===== src/rtl/rfpc_pkg.sv =====
// Constants, types and register map of the protocol configuration block.
// Assumes a host-side register port on the same clock as this block.
package rfpc_pkg;
  localparam logic [4:0] RFPC_ADR_CHIP = 5'h00;
  localparam logic [4:0] RFPC_ADR_PROT = 5'h01;
  localparam logic [4:0] RFPC_ADR_HBR  = 5'h03;
  localparam logic [4:0] RFPC_ADR_PULS = 5'h06;
  localparam logic [4:0] RFPC_ADR_MOD  = 5'h09;
  localparam logic [4:0] RFPC_ADR_LVL  = 5'h0f;
  localparam logic [4:0] RFPC_CMD_INT  = 5'h18;
  localparam logic [4:0] RFPC_CMD_EXT  = 5'h19;
  localparam logic [7:0] RFPC_RST_CHIP = 8'h01;
  localparam logic [7:0] RFPC_RST_PROT = 8'h02;
  localparam logic [7:0] RFPC_RST_HBR  = 8'h00;
  localparam logic [7:0] RFPC_RST_MOD  = 8'h11;
  localparam int         RFPC_CHIP_SEL = 1;
  localparam int         RFPC_CHIP_PWR = 4;
  localparam int         RFPC_PROT_NFC = 5;
  localparam int         RFPC_PROT_EMU = 2;
  localparam int         RFPC_PROT_DIR = 6;
  localparam int         RFPC_MOD_EXT  = 6;
  localparam int         RFPC_LVL_OSC  = 6;
  localparam int         RFPC_CLK_HZ   = 20000000;
  localparam int         RFPC_LP_HZ    = 60000;
  localparam int         RFPC_LP_HALF  = RFPC_CLK_HZ / (2 * RFPC_LP_HZ);
  localparam int         RFPC_PULSE_PS = 73700;
  localparam int         RFPC_CLK_PS   = 50000;
  localparam int         RFPC_PULSE_CYC =
    (RFPC_PULSE_PS + RFPC_CLK_PS - 1) / RFPC_CLK_PS;

  typedef enum logic [1:0] {
    RFPC_MS_IDLE = 2'b00,
    RFPC_MS_INT  = 2'b01,
    RFPC_MS_EXT  = 2'b10
  } rfpc_meas_e;

  typedef enum logic [3:0] {
    RFPC_P_VIC  = 4'h0,
    RFPC_P_A    = 4'h1,
    RFPC_P_B    = 4'h2,
    RFPC_P_CARD = 4'h3,
    RFPC_P_PEER = 4'h4,
    RFPC_P_EMUA = 4'h5,
    RFPC_P_EMUB = 4'h6,
    RFPC_P_NONE = 4'h7
  } rfpc_proto_e;

  typedef struct packed {
    logic       wr;
    logic       rd;
    logic       cmd;
    logic [4:0] adr;
    logic [7:0] wdata;
  } rfpc_req_s;

  typedef struct packed {
    rfpc_proto_e family;
    logic [1:0]  rate;
    logic        vic_256;
    logic        vic_dbl;
    logic        rx_only;
    logic        valid;
  } rfpc_cfg_s;
endpackage : rfpc_pkg


===== src/rtl/rfpc_core.sv =====
// Protocol configuration, signal-strength capture and clock/modulation control.
// Assumes host requests arrive as one-cycle strobes on ref_clk_i.
`timescale 1ns/10ps
module rfpc_core #(
  parameter int PULSE_CYC = rfpc_pkg::RFPC_PULSE_CYC
) (
  input  wire logic              ref_clk_i,
  input  wire logic              rst_i,
  input  wire rfpc_pkg::rfpc_req_s req_i,
  output logic [7:0]             rdata_o,
  output logic                   rvalid_o,
  input  wire logic [2:0]        main_level_i,
  input  wire logic [2:0]        aux_level_i,
  input  wire logic [2:0]        ext_level_i,
  input  wire logic              osc_ok_i,
  input  wire logic              tx_start_i,
  input  wire logic              enable_i,
  input  wire logic              secondary_wake_pin_i,
  input  wire logic              mod_type_pin_i,
  input  wire logic              tx_pulse_req_i,
  output logic                   buffered_clock_output_o,
  output logic                   full_power_o,
  output logic [2:0]             mod_depth_o,
  output logic                   ook_sel_o,
  output logic                   mod_pulse_o,
  output logic                   use_protocol_pulse_o,
  output rfpc_pkg::rfpc_cfg_s    cfg_o
);
  import rfpc_pkg::*;

  typedef struct packed {
    logic [7:0]  chip;
    logic [7:0]  prot;
    logic [7:0]  hbr;
    logic [7:0]  puls;
    logic [7:0]  modc;
    logic [2:0]  lvl_main;
    logic [2:0]  lvl_aux;
    rfpc_meas_e  meas;
    rfpc_cfg_s   cfg;
    logic [7:0]  rdata;
    logic        rvalid;
    logic [1:0]  div;
    logic [15:0] lp_cnt;
    logic        lp_clk;
    logic [15:0] pcnt;
    logic        pulse;
    logic        ook;
    logic        use_proto;
    logic [1:0]  en_sync1;
    logic [1:0]  en_sync2;
    logic [1:0]  mp_sync;
  } rfpc_state_s;

  rfpc_state_s st_r;
  rfpc_state_s st_nxt;
  rfpc_cfg_s   dec;

  logic [2:0]  lvl_in   [2];
  logic [2:0]  lvl_held [2];
  logic [2:0]  lvl_peak [2];

  assign lvl_in[0]   = main_level_i;
  assign lvl_in[1]   = aux_level_i;
  assign lvl_held[0] = st_r.lvl_main;
  assign lvl_held[1] = st_r.lvl_aux;

  // Peak hold of the two identical internal receive paths.
  for (genvar g = 0; g < 2; g = g + 1) begin : g_peak
    assign lvl_peak[g] = (lvl_in[g] > lvl_held[g]) ? lvl_in[g] : lvl_held[g];
  end

  // Decodes a protocol register value into a configuration.
  function automatic rfpc_cfg_s decode(input logic [7:0] p, input logic [7:0] h);
    rfpc_cfg_s c;
    c = '{family: RFPC_P_NONE, rate: 2'b00, vic_256: 1'b0, vic_dbl: 1'b0,
          rx_only: 1'b0, valid: 1'b1};
    if (!p[RFPC_PROT_NFC]) begin
      case (p[4:0])
        5'h00, 5'h01, 5'h02, 5'h03, 5'h04, 5'h05, 5'h06, 5'h07: begin
          c.family  = RFPC_P_VIC;
          c.vic_256 = p[0];
          c.rate    = {1'b0, p[1]};
          c.vic_dbl = p[2];
        end
        5'h08: begin
          c.family = RFPC_P_A;
          c.rate   = 2'b00;
        end
        5'h09: begin
          c.family = RFPC_P_A;
          c.rate   = 2'b01;
        end
        5'h0a: begin
          c.family = RFPC_P_A;
          c.rate   = 2'b10;
        end
        5'h0b: begin
          c.family = RFPC_P_A;
          c.rate   = 2'b11;
        end
        5'h0c: begin
          c.family = RFPC_P_B;
          c.rate   = 2'b00;
        end
        5'h0d: begin
          c.family = RFPC_P_B;
          c.rate   = 2'b01;
        end
        5'h0e: begin
          c.family = RFPC_P_B;
          c.rate   = 2'b10;
        end
        5'h0f: begin
          c.family = RFPC_P_B;
          c.rate   = 2'b11;
        end
        5'h1a: begin
          c.family = RFPC_P_CARD;
          c.rate   = 2'b10;
        end
        5'h1b: begin
          c.family = RFPC_P_CARD;
          c.rate   = 2'b11;
        end
        5'h13, 5'h14: begin
          c.valid = 1'b0;
        end
        default: begin
          c.valid = 1'b0;
        end
      endcase
      if ((c.family == RFPC_P_A || c.family == RFPC_P_B) && c.rate == 2'b01) begin
        c.rx_only = |h[1:0];
      end
    end else if (!p[RFPC_PROT_EMU]) begin
      c.family = RFPC_P_PEER;
      c.rate   = p[1:0];
      c.valid  = |p[1:0];
    end else begin
      c.family = p[0] ? RFPC_P_EMUB : RFPC_P_EMUA;
      c.valid  = !p[1];
    end
    return c;
  endfunction : decode

  always_comb begin
    st_nxt = st_r;
    dec    = decode(req_i.wdata, RFPC_RST_HBR);
    st_nxt.rvalid   = 1'b0;
    st_nxt.en_sync1 = {enable_i, secondary_wake_pin_i};
    st_nxt.en_sync2 = st_r.en_sync1;
    st_nxt.mp_sync  = {st_r.mp_sync[0], mod_type_pin_i};
    // Peak latching of the running measurement.
    case (st_r.meas)
      RFPC_MS_INT: begin
        if (!st_r.chip[RFPC_CHIP_SEL]) begin
          st_nxt.lvl_main = lvl_peak[0];
          st_nxt.lvl_aux  = lvl_peak[1];
        end
      end
      RFPC_MS_EXT: begin
        if (st_r.chip[RFPC_CHIP_SEL] && ext_level_i > st_r.lvl_main) begin
          st_nxt.lvl_main = ext_level_i;
        end
      end
      default: st_nxt.meas = RFPC_MS_IDLE;
    endcase
    if (tx_start_i) begin
      st_nxt.lvl_main = 3'h0;
      st_nxt.lvl_aux  = 3'h0;
    end
    if (req_i.cmd) begin
      case (req_i.adr)
        RFPC_CMD_INT: begin
          st_nxt.meas = RFPC_MS_INT;
        end
        RFPC_CMD_EXT: begin
          st_nxt.meas = RFPC_MS_EXT;
        end
        default: st_nxt.meas = st_r.meas;
      endcase
    end else if (req_i.wr) begin
      case (req_i.adr)
        RFPC_ADR_CHIP: begin
          st_nxt.chip = req_i.wdata;
        end
        RFPC_ADR_PROT: begin
          if (dec.valid) begin
            st_nxt.prot = req_i.wdata;
            st_nxt.cfg  = dec;
            st_nxt.hbr  = RFPC_RST_HBR;
            st_nxt.puls = 8'h00;
          end
        end
        RFPC_ADR_HBR: begin
          st_nxt.hbr = req_i.wdata;
          st_nxt.cfg = decode(st_r.prot, req_i.wdata);
        end
        RFPC_ADR_PULS: begin
          st_nxt.puls = req_i.wdata;
        end
        RFPC_ADR_MOD: begin
          st_nxt.modc = req_i.wdata;
        end
        default: begin
          st_nxt.chip = st_r.chip;
        end
      endcase
    end else if (req_i.rd) begin
      st_nxt.rvalid = 1'b1;
      case (req_i.adr)
        RFPC_ADR_CHIP: begin
          st_nxt.rdata = st_r.chip;
        end
        RFPC_ADR_PROT: begin
          st_nxt.rdata = st_r.prot;
        end
        RFPC_ADR_HBR: begin
          st_nxt.rdata = st_r.hbr;
        end
        RFPC_ADR_PULS: begin
          st_nxt.rdata = st_r.puls;
        end
        RFPC_ADR_MOD: begin
          st_nxt.rdata = st_r.modc;
        end
        RFPC_ADR_LVL: begin
          st_nxt.rdata = {1'b0, osc_ok_i, st_r.lvl_aux, st_r.lvl_main};
          if (!tx_start_i) begin
            st_nxt.lvl_main = 3'h0;
            st_nxt.lvl_aux  = 3'h0;
          end
          st_nxt.meas = RFPC_MS_IDLE;
        end
        default: begin
          st_nxt.rdata = 8'h00;
        end
      endcase
    end
    // Clock output divider and low-power clock.
    st_nxt.div = st_r.div + 2'h1;
    if (st_r.lp_cnt == 16'(RFPC_LP_HALF - 1)) begin
      st_nxt.lp_cnt = 16'h0000;
      st_nxt.lp_clk = !st_r.lp_clk;
    end else begin
      st_nxt.lp_cnt = st_r.lp_cnt + 16'h0001;
    end
    // Pulse-length override.
    if (tx_pulse_req_i && st_r.puls != 8'h00 && !st_r.pulse) begin
      st_nxt.pulse = 1'b1;
      st_nxt.pcnt  = 16'(st_r.puls) * 16'(PULSE_CYC);
    end else if (st_r.pulse) begin
      if (st_r.pcnt <= 16'h0001) begin
        st_nxt.pulse = 1'b0;
        st_nxt.pcnt  = 16'h0000;
      end else begin
        st_nxt.pcnt = st_r.pcnt - 16'h0001;
      end
    end
    // Derived flags are registered together with the fields they follow.
    st_nxt.use_proto = (st_nxt.puls == 8'h00);
    if (st_nxt.prot[RFPC_PROT_DIR] && st_nxt.modc[RFPC_MOD_EXT]) begin
      st_nxt.ook = st_nxt.mp_sync[1];
    end else begin
      st_nxt.ook = (st_nxt.modc[2:0] == 3'h0);
    end
  end

  always_ff @(posedge ref_clk_i) begin
    if (rst_i) begin
      st_r      <= '0;
      st_r.chip <= RFPC_RST_CHIP;
      st_r.prot <= RFPC_RST_PROT;
      st_r.hbr  <= RFPC_RST_HBR;
      st_r.modc <= RFPC_RST_MOD;
      st_r.meas <= RFPC_MS_IDLE;
      st_r.use_proto <= 1'b1;
      st_r.cfg  <= '{family: RFPC_P_VIC, rate: 2'b01, vic_256: 1'b0, vic_dbl: 1'b0,
                     rx_only: 1'b0, valid: 1'b1};
    end else begin
      st_r <= st_nxt;
    end
  end

  always_comb begin
    if (!st_r.en_sync2[1] && st_r.en_sync2[0]) begin
      buffered_clock_output_o = st_r.lp_clk;
    end else begin
      case (st_r.modc[5:4])
        2'b00: buffered_clock_output_o = ref_clk_i;
        2'b01: buffered_clock_output_o = st_r.div[0];
        default: buffered_clock_output_o = st_r.div[1];
      endcase
    end
  end

  assign rdata_o              = st_r.rdata;
  assign rvalid_o             = st_r.rvalid;
  assign full_power_o         = st_r.chip[RFPC_CHIP_PWR];
  assign mod_depth_o          = st_r.modc[2:0];
  assign ook_sel_o            = st_r.ook;
  assign mod_pulse_o          = st_r.pulse;
  assign use_protocol_pulse_o = st_r.use_proto;
  assign cfg_o                = st_r.cfg;
endmodule : rfpc_core


===== config.mk =====
export PLATFORM = sky130hd
export DESIGN_NAME = rfpc_core
export DESIGN_NICKNAME = d
export VERILOG_FILES = /design/src/rtl/rfpc_pkg.sv /design/src/rtl/rfpc_core.sv
export SDC_FILE = /design/constraint.sdc
export NUM_CORES = 1
export LEC_CHECK = 0
export CAP_MARGIN = 20
export CORE_ASPECT_RATIO = 1.25
export CORE_MARGIN = 10
export CORE_UTILIZATION = 64
export DETAILED_ROUTE_END_ITERATION = 10
export DONT_BUFFER_PORTS = 1
export GPL_TIMING_DRIVEN = 0
export MAX_ROUTING_LAYER = met4
export PLACE_DENSITY_LB_ADDON = 0.2
export SLEW_MARGIN = 10
export SYNTH_ARGS = -nofsm -noshare
export SYNTH_HDL_FRONTEND = slang
export SYNTH_SLANG_ARGS = --single-unit

===== constraint.sdc =====
create_clock -name ref_clk_i -period 2.6 [get_ports ref_clk_i]
set_input_delay 0.26 -clock ref_clk_i [delete_from_list [all_inputs] [get_ports ref_clk_i]]
set_output_delay 0.26 -clock ref_clk_i [all_outputs]
set_load 0.05 [all_outputs]

Yosys cells after proc, flatten, opt, wreduce, memory -nomap -nowiden:

Index checks and enable logic that the tools add are counted.
W data, S select, Z words.

* input port bits: 33
* bits in registers: 110
* word-level logic and storage cells: 181

* order comparisons: 4
* muxes and demuxes: 57
* reductions and logical operators: 36
* bitwise gates (word level): 2
* equal/unequal tests: 50
* $add $sub $neg: 3

Operators by type and width (count)
* $pmux W5 S11: 2
* $eq A5 B4 Y1 const B: 18
* $mux W6: 9
* $pmux W8 S6: 1
* $eq A5 B3 Y1 const B: 9
* $mux W37: 1
* $reduce_or A18 Y1: 2
* $mux W8: 4
* $pmux W8 S2: 2
* $mux W31: 1
* $eq A5 B5 Y1 const B: 6
* $mux W10: 3
* $eq A5 B2 Y1 const B: 5
* $mux W23: 1
* $mux W2: 10
* $pmux W10 S2: 1
* $mux W3: 6
* $add A16 B1 Y16 const B: 1
* $eq A16 B8 Y1 const B: 1
* $le A16 B1 Y1 const B: 1
* $mux W16: 1
* $reduce_or A8 Y1: 2
* $sub A16 B1 Y16 const B: 1
* $eq A5 B1 Y1 const B: 3
* other kinds (27): 61

Depth between registers and ports, before layout:

* word-level depth: 13
* depth in mapped cells: 9
* depth with buffers taken out: 8

==> impl_results.md <==
- Worst setup SP type: clock port
- Initial DRC Count: 463
- Sequential area share after synthesis: 38.2%
- Post-layout net count: approximately 740
- Final instance area: ~0.0062 mm2
- Most frequent cells in the layout: 109 x dfxtp_1, 89 x nor2_1, 54 x nand2_1
- Slack of the critical path: approximately 0.14 ns
- Initial Util: 65.7%
- Final Hold Fails: 0
- Setup crit end kind: primary output
- Max_cap viols: 0
- Post-Route WL: ~15000 um
- ANT cells: 0
- Die height: 126 um
- Place WS: 0.386 ns
- Area post-placement: 0.00586 mm2
- Register area: 0.00218 mm2
- Status: finished clean
- Cell area after synthesis: around 0.0057 mm2
- Post-detail-place hpwl: 10900 um
- Max-slew violation count: 0
- Synthesis-stage register bit count: 109
- Power Density: between 500 and 600 mW/mm2
- Final setup fails: 0
- Worst slew margin: 44.0%
- Synthesized instance count: approximately 660
- RSZ-0062 raised after global routing: no
- Hold_sp: req_i[7]
- Yosys warns: 0
- Via/cell ratio: 6.19
- Area grow syn2layout: 8.89%
- Area of the multi-input gates: roughly 0.0031 mm2
- FFs w/ async S/R, synth: 0%
- Hold slack: 0.0159 ns
- Worst Path Required: 2.34 ns
- Routed Antenna Nets: 0
- Detailed-route via count: 5020
- Top FF cell, synth: dfxtp_1
- Tot GR Track Use: 23.5%
- Slowest stage delay, CP: between 0.2 and 0.3 ns
- Port Buf Inserts: 0
- Static leakage: 2.32 nW
- Worst path slowest cell: a31o_4
- Max Fanout on Critical Path: 2
- Post-synth EDFFs: 0
- Gp weighted congestion: between 0.9 and 1
- Reg-to-Reg Start: mod_pulse_o
- Row cnt: 38
- Vias in the first global route: between 4000 and 5000
- Die Area: 0.0131 mm2
- Setup Buffers After CTS: 0
- Die W: 105 um
- Largest net degree at the start of global routing: 20
- CTS tree: built
- Maximum vdd drop: between 0.0003 and 0.0004 V
- Fillers: approximately 680
- Buffers plus inverters on the worst setup path: 2
- Crit path cell chain: clkbuf_8 > clkbuf_8 > mux2i_1 > nor2_1 > a21oi_1 > a21oi_1 > a31o_4
- Clock latency on the worst-skew pair: approximately 0.50 ns
- Setup CP Type: clk -> out
- DRC Markers: 0
- WL/cell: 18.8 um
- Core area: 0.00870 mm2
- GRT overflow: 0
- Crit path from: ref_clk_i
- Initial antenna violation count: 0
- Critical Path AT: 2.20 ns
- Pre-antenna DRT Iters: 6
- Syn Area/Cell: 8.61 um2
- Setup_tns: 0 ns
- Type of the most critical hold path: in -> reg
- Clock transition at path regs: 0.10 ns
- Layout Skew: between 0.009 and 0.01 ns
- Layout cells sized above 1: between 10% and 20%
- Commonest non-fill, non-tap cell in the layout: dfxtp_1
- Delay-heaviest family, CP: compound AO/OA/AOI/OAI gates
- First-pass GRT wire length: ~25000 um
- Number of top-level pins: 60
- Mapped Nets: 713
- Distinct cells, synth: 74
- Slew @ Worst Pin: 0.828 ns
[state kept, by name (all words and copies together) (netlist names)]
| register | count |
|---|---|
| mod_depth_o | 3 |
| full_power_o | 1 |
| lvl_held | 6 |
| rvalid_o | 1 |
| st_nxt | 3 |
| use_protocol_pulse_o | 1 |
| ook_sel_o | 1 |
| mod_pulse_o | 1 |
| cfg_o | 9 |
| rdata_o | 8 |
| st_r | 75 |
[layout make-up]
class	instances	share of cell area, %
inverters	23	1.39
plain buffers	63	5.99
multi-input cells	469	49.5
clock inverters	7	1.67
repair buffers	8	1.29
clock buffers	12	2.65
well taps	120	2.41
flip-flops and latches	109	35.1
[per-layer routing]
metal,vias up,part of all wire (%),global-route usage (%)
li1,2378,-,-
met1,2374,40,25.5
met2,213,49,38.6
met3,55,6.3,5.10
met4,0,4.7,14.7
met5,-,0,-
[tightest hold or removal path, cell delays in order]
cell     delay, ns
a22o_1        0.10
a31oi_1       0.04
nor2_1        0.07
[cells in the mapped netlist (all sizes together), types with 3 or more instances]
master  number  area [um2]
a31oi       12        75.1
nor2        89         334
nor2b       14        87.6
inv         23        86.3
a22oi       24         180
clkbuf      24        90.1
and3         7        43.8
a21o         5        37.5
o211ai       3        36.3
nor4         5        43.8
nand4        4        40.0
dfxtp      109        2180
ha          16         200
xnor2       10        87.6
buf         39         283
mux2         8        90.1
nand3       25         135
or4          3        26.3
nor3b        3        32.5
a311oi       5        43.8
a211oi       5        37.5
xor2        18         158
or3          3        18.8
and2         5        31.3
nand2       55         214
mux2i       23         230
and4         3        26.3
a41oi        7        61.3
nor4b        3        32.5
o21ai       19        98.8
nor3        15        90.1
a22o         6        52.6
a21oi       40         215
a221oi      10        93.8
[stage by stage]
stage | utilization [%] | power [mW] | instances
floorplan | - | 2.11 | 664
global placement | 67.4 | 2.19 | 784
detailed placement | 67.4 | 2.20 | 784
CTS | 71.4 | 3.49 | 811
global route | 71.5 | 3.61 | 811
finish | 71.5 | 3.48 | 811
[cells by family (layout without fill, tap and decap cells)]
group | Yosys count | count (layout) | synth area share, %
AO/OA/AOI/OAI | 150 | 150 | 18.8
flip-flops | 109 | 109 | 38.2
adder cells (fa/ha/maj) | 16 | 16 | 3.50
XOR/XNOR | 28 | 28 | 4.29
other | 1 | 1 | 0.0656
multiplexers | 31 | 31 | 5.61
buffers and inverters | 86 | 113 | 8.04
AND/OR/NAND/NOR | 243 | 243 | 21.5
[final timing paths]
kind / to / slack, ns / cells past startpoint
max: buffered_clock_output_o / 0.14 / 7
max reg2reg: st_r[17] / 0.36 / 5
min: st_r[86] / 0.02 / 3
min reg2reg: st_r[92] / 0.46 / 2
[what timing repair did]
| action | CTS | global route |
|---|---|---|
| gates resized for setup | 0 | 1 |
| hold buffers | 8 | 0 |
| hold endpoints to repair | 15 | 0 |
| endpoints found under the setup margin | 0 | 1 |
[where the power goes]
part / leakage, nW / switching (mW) / total [mW] / internal (mW)
clock network: 0.159 / 0.648 / 1.31 / 0.661
registers: 0.883 / 0.0450 / 1.75 / 1.71
logic: 1.28 / 0.266 / 0.422 / 0.156
total: 2.32 / 0.959 / 3.48 / 2.52
(Power assumes the default switching activity.)
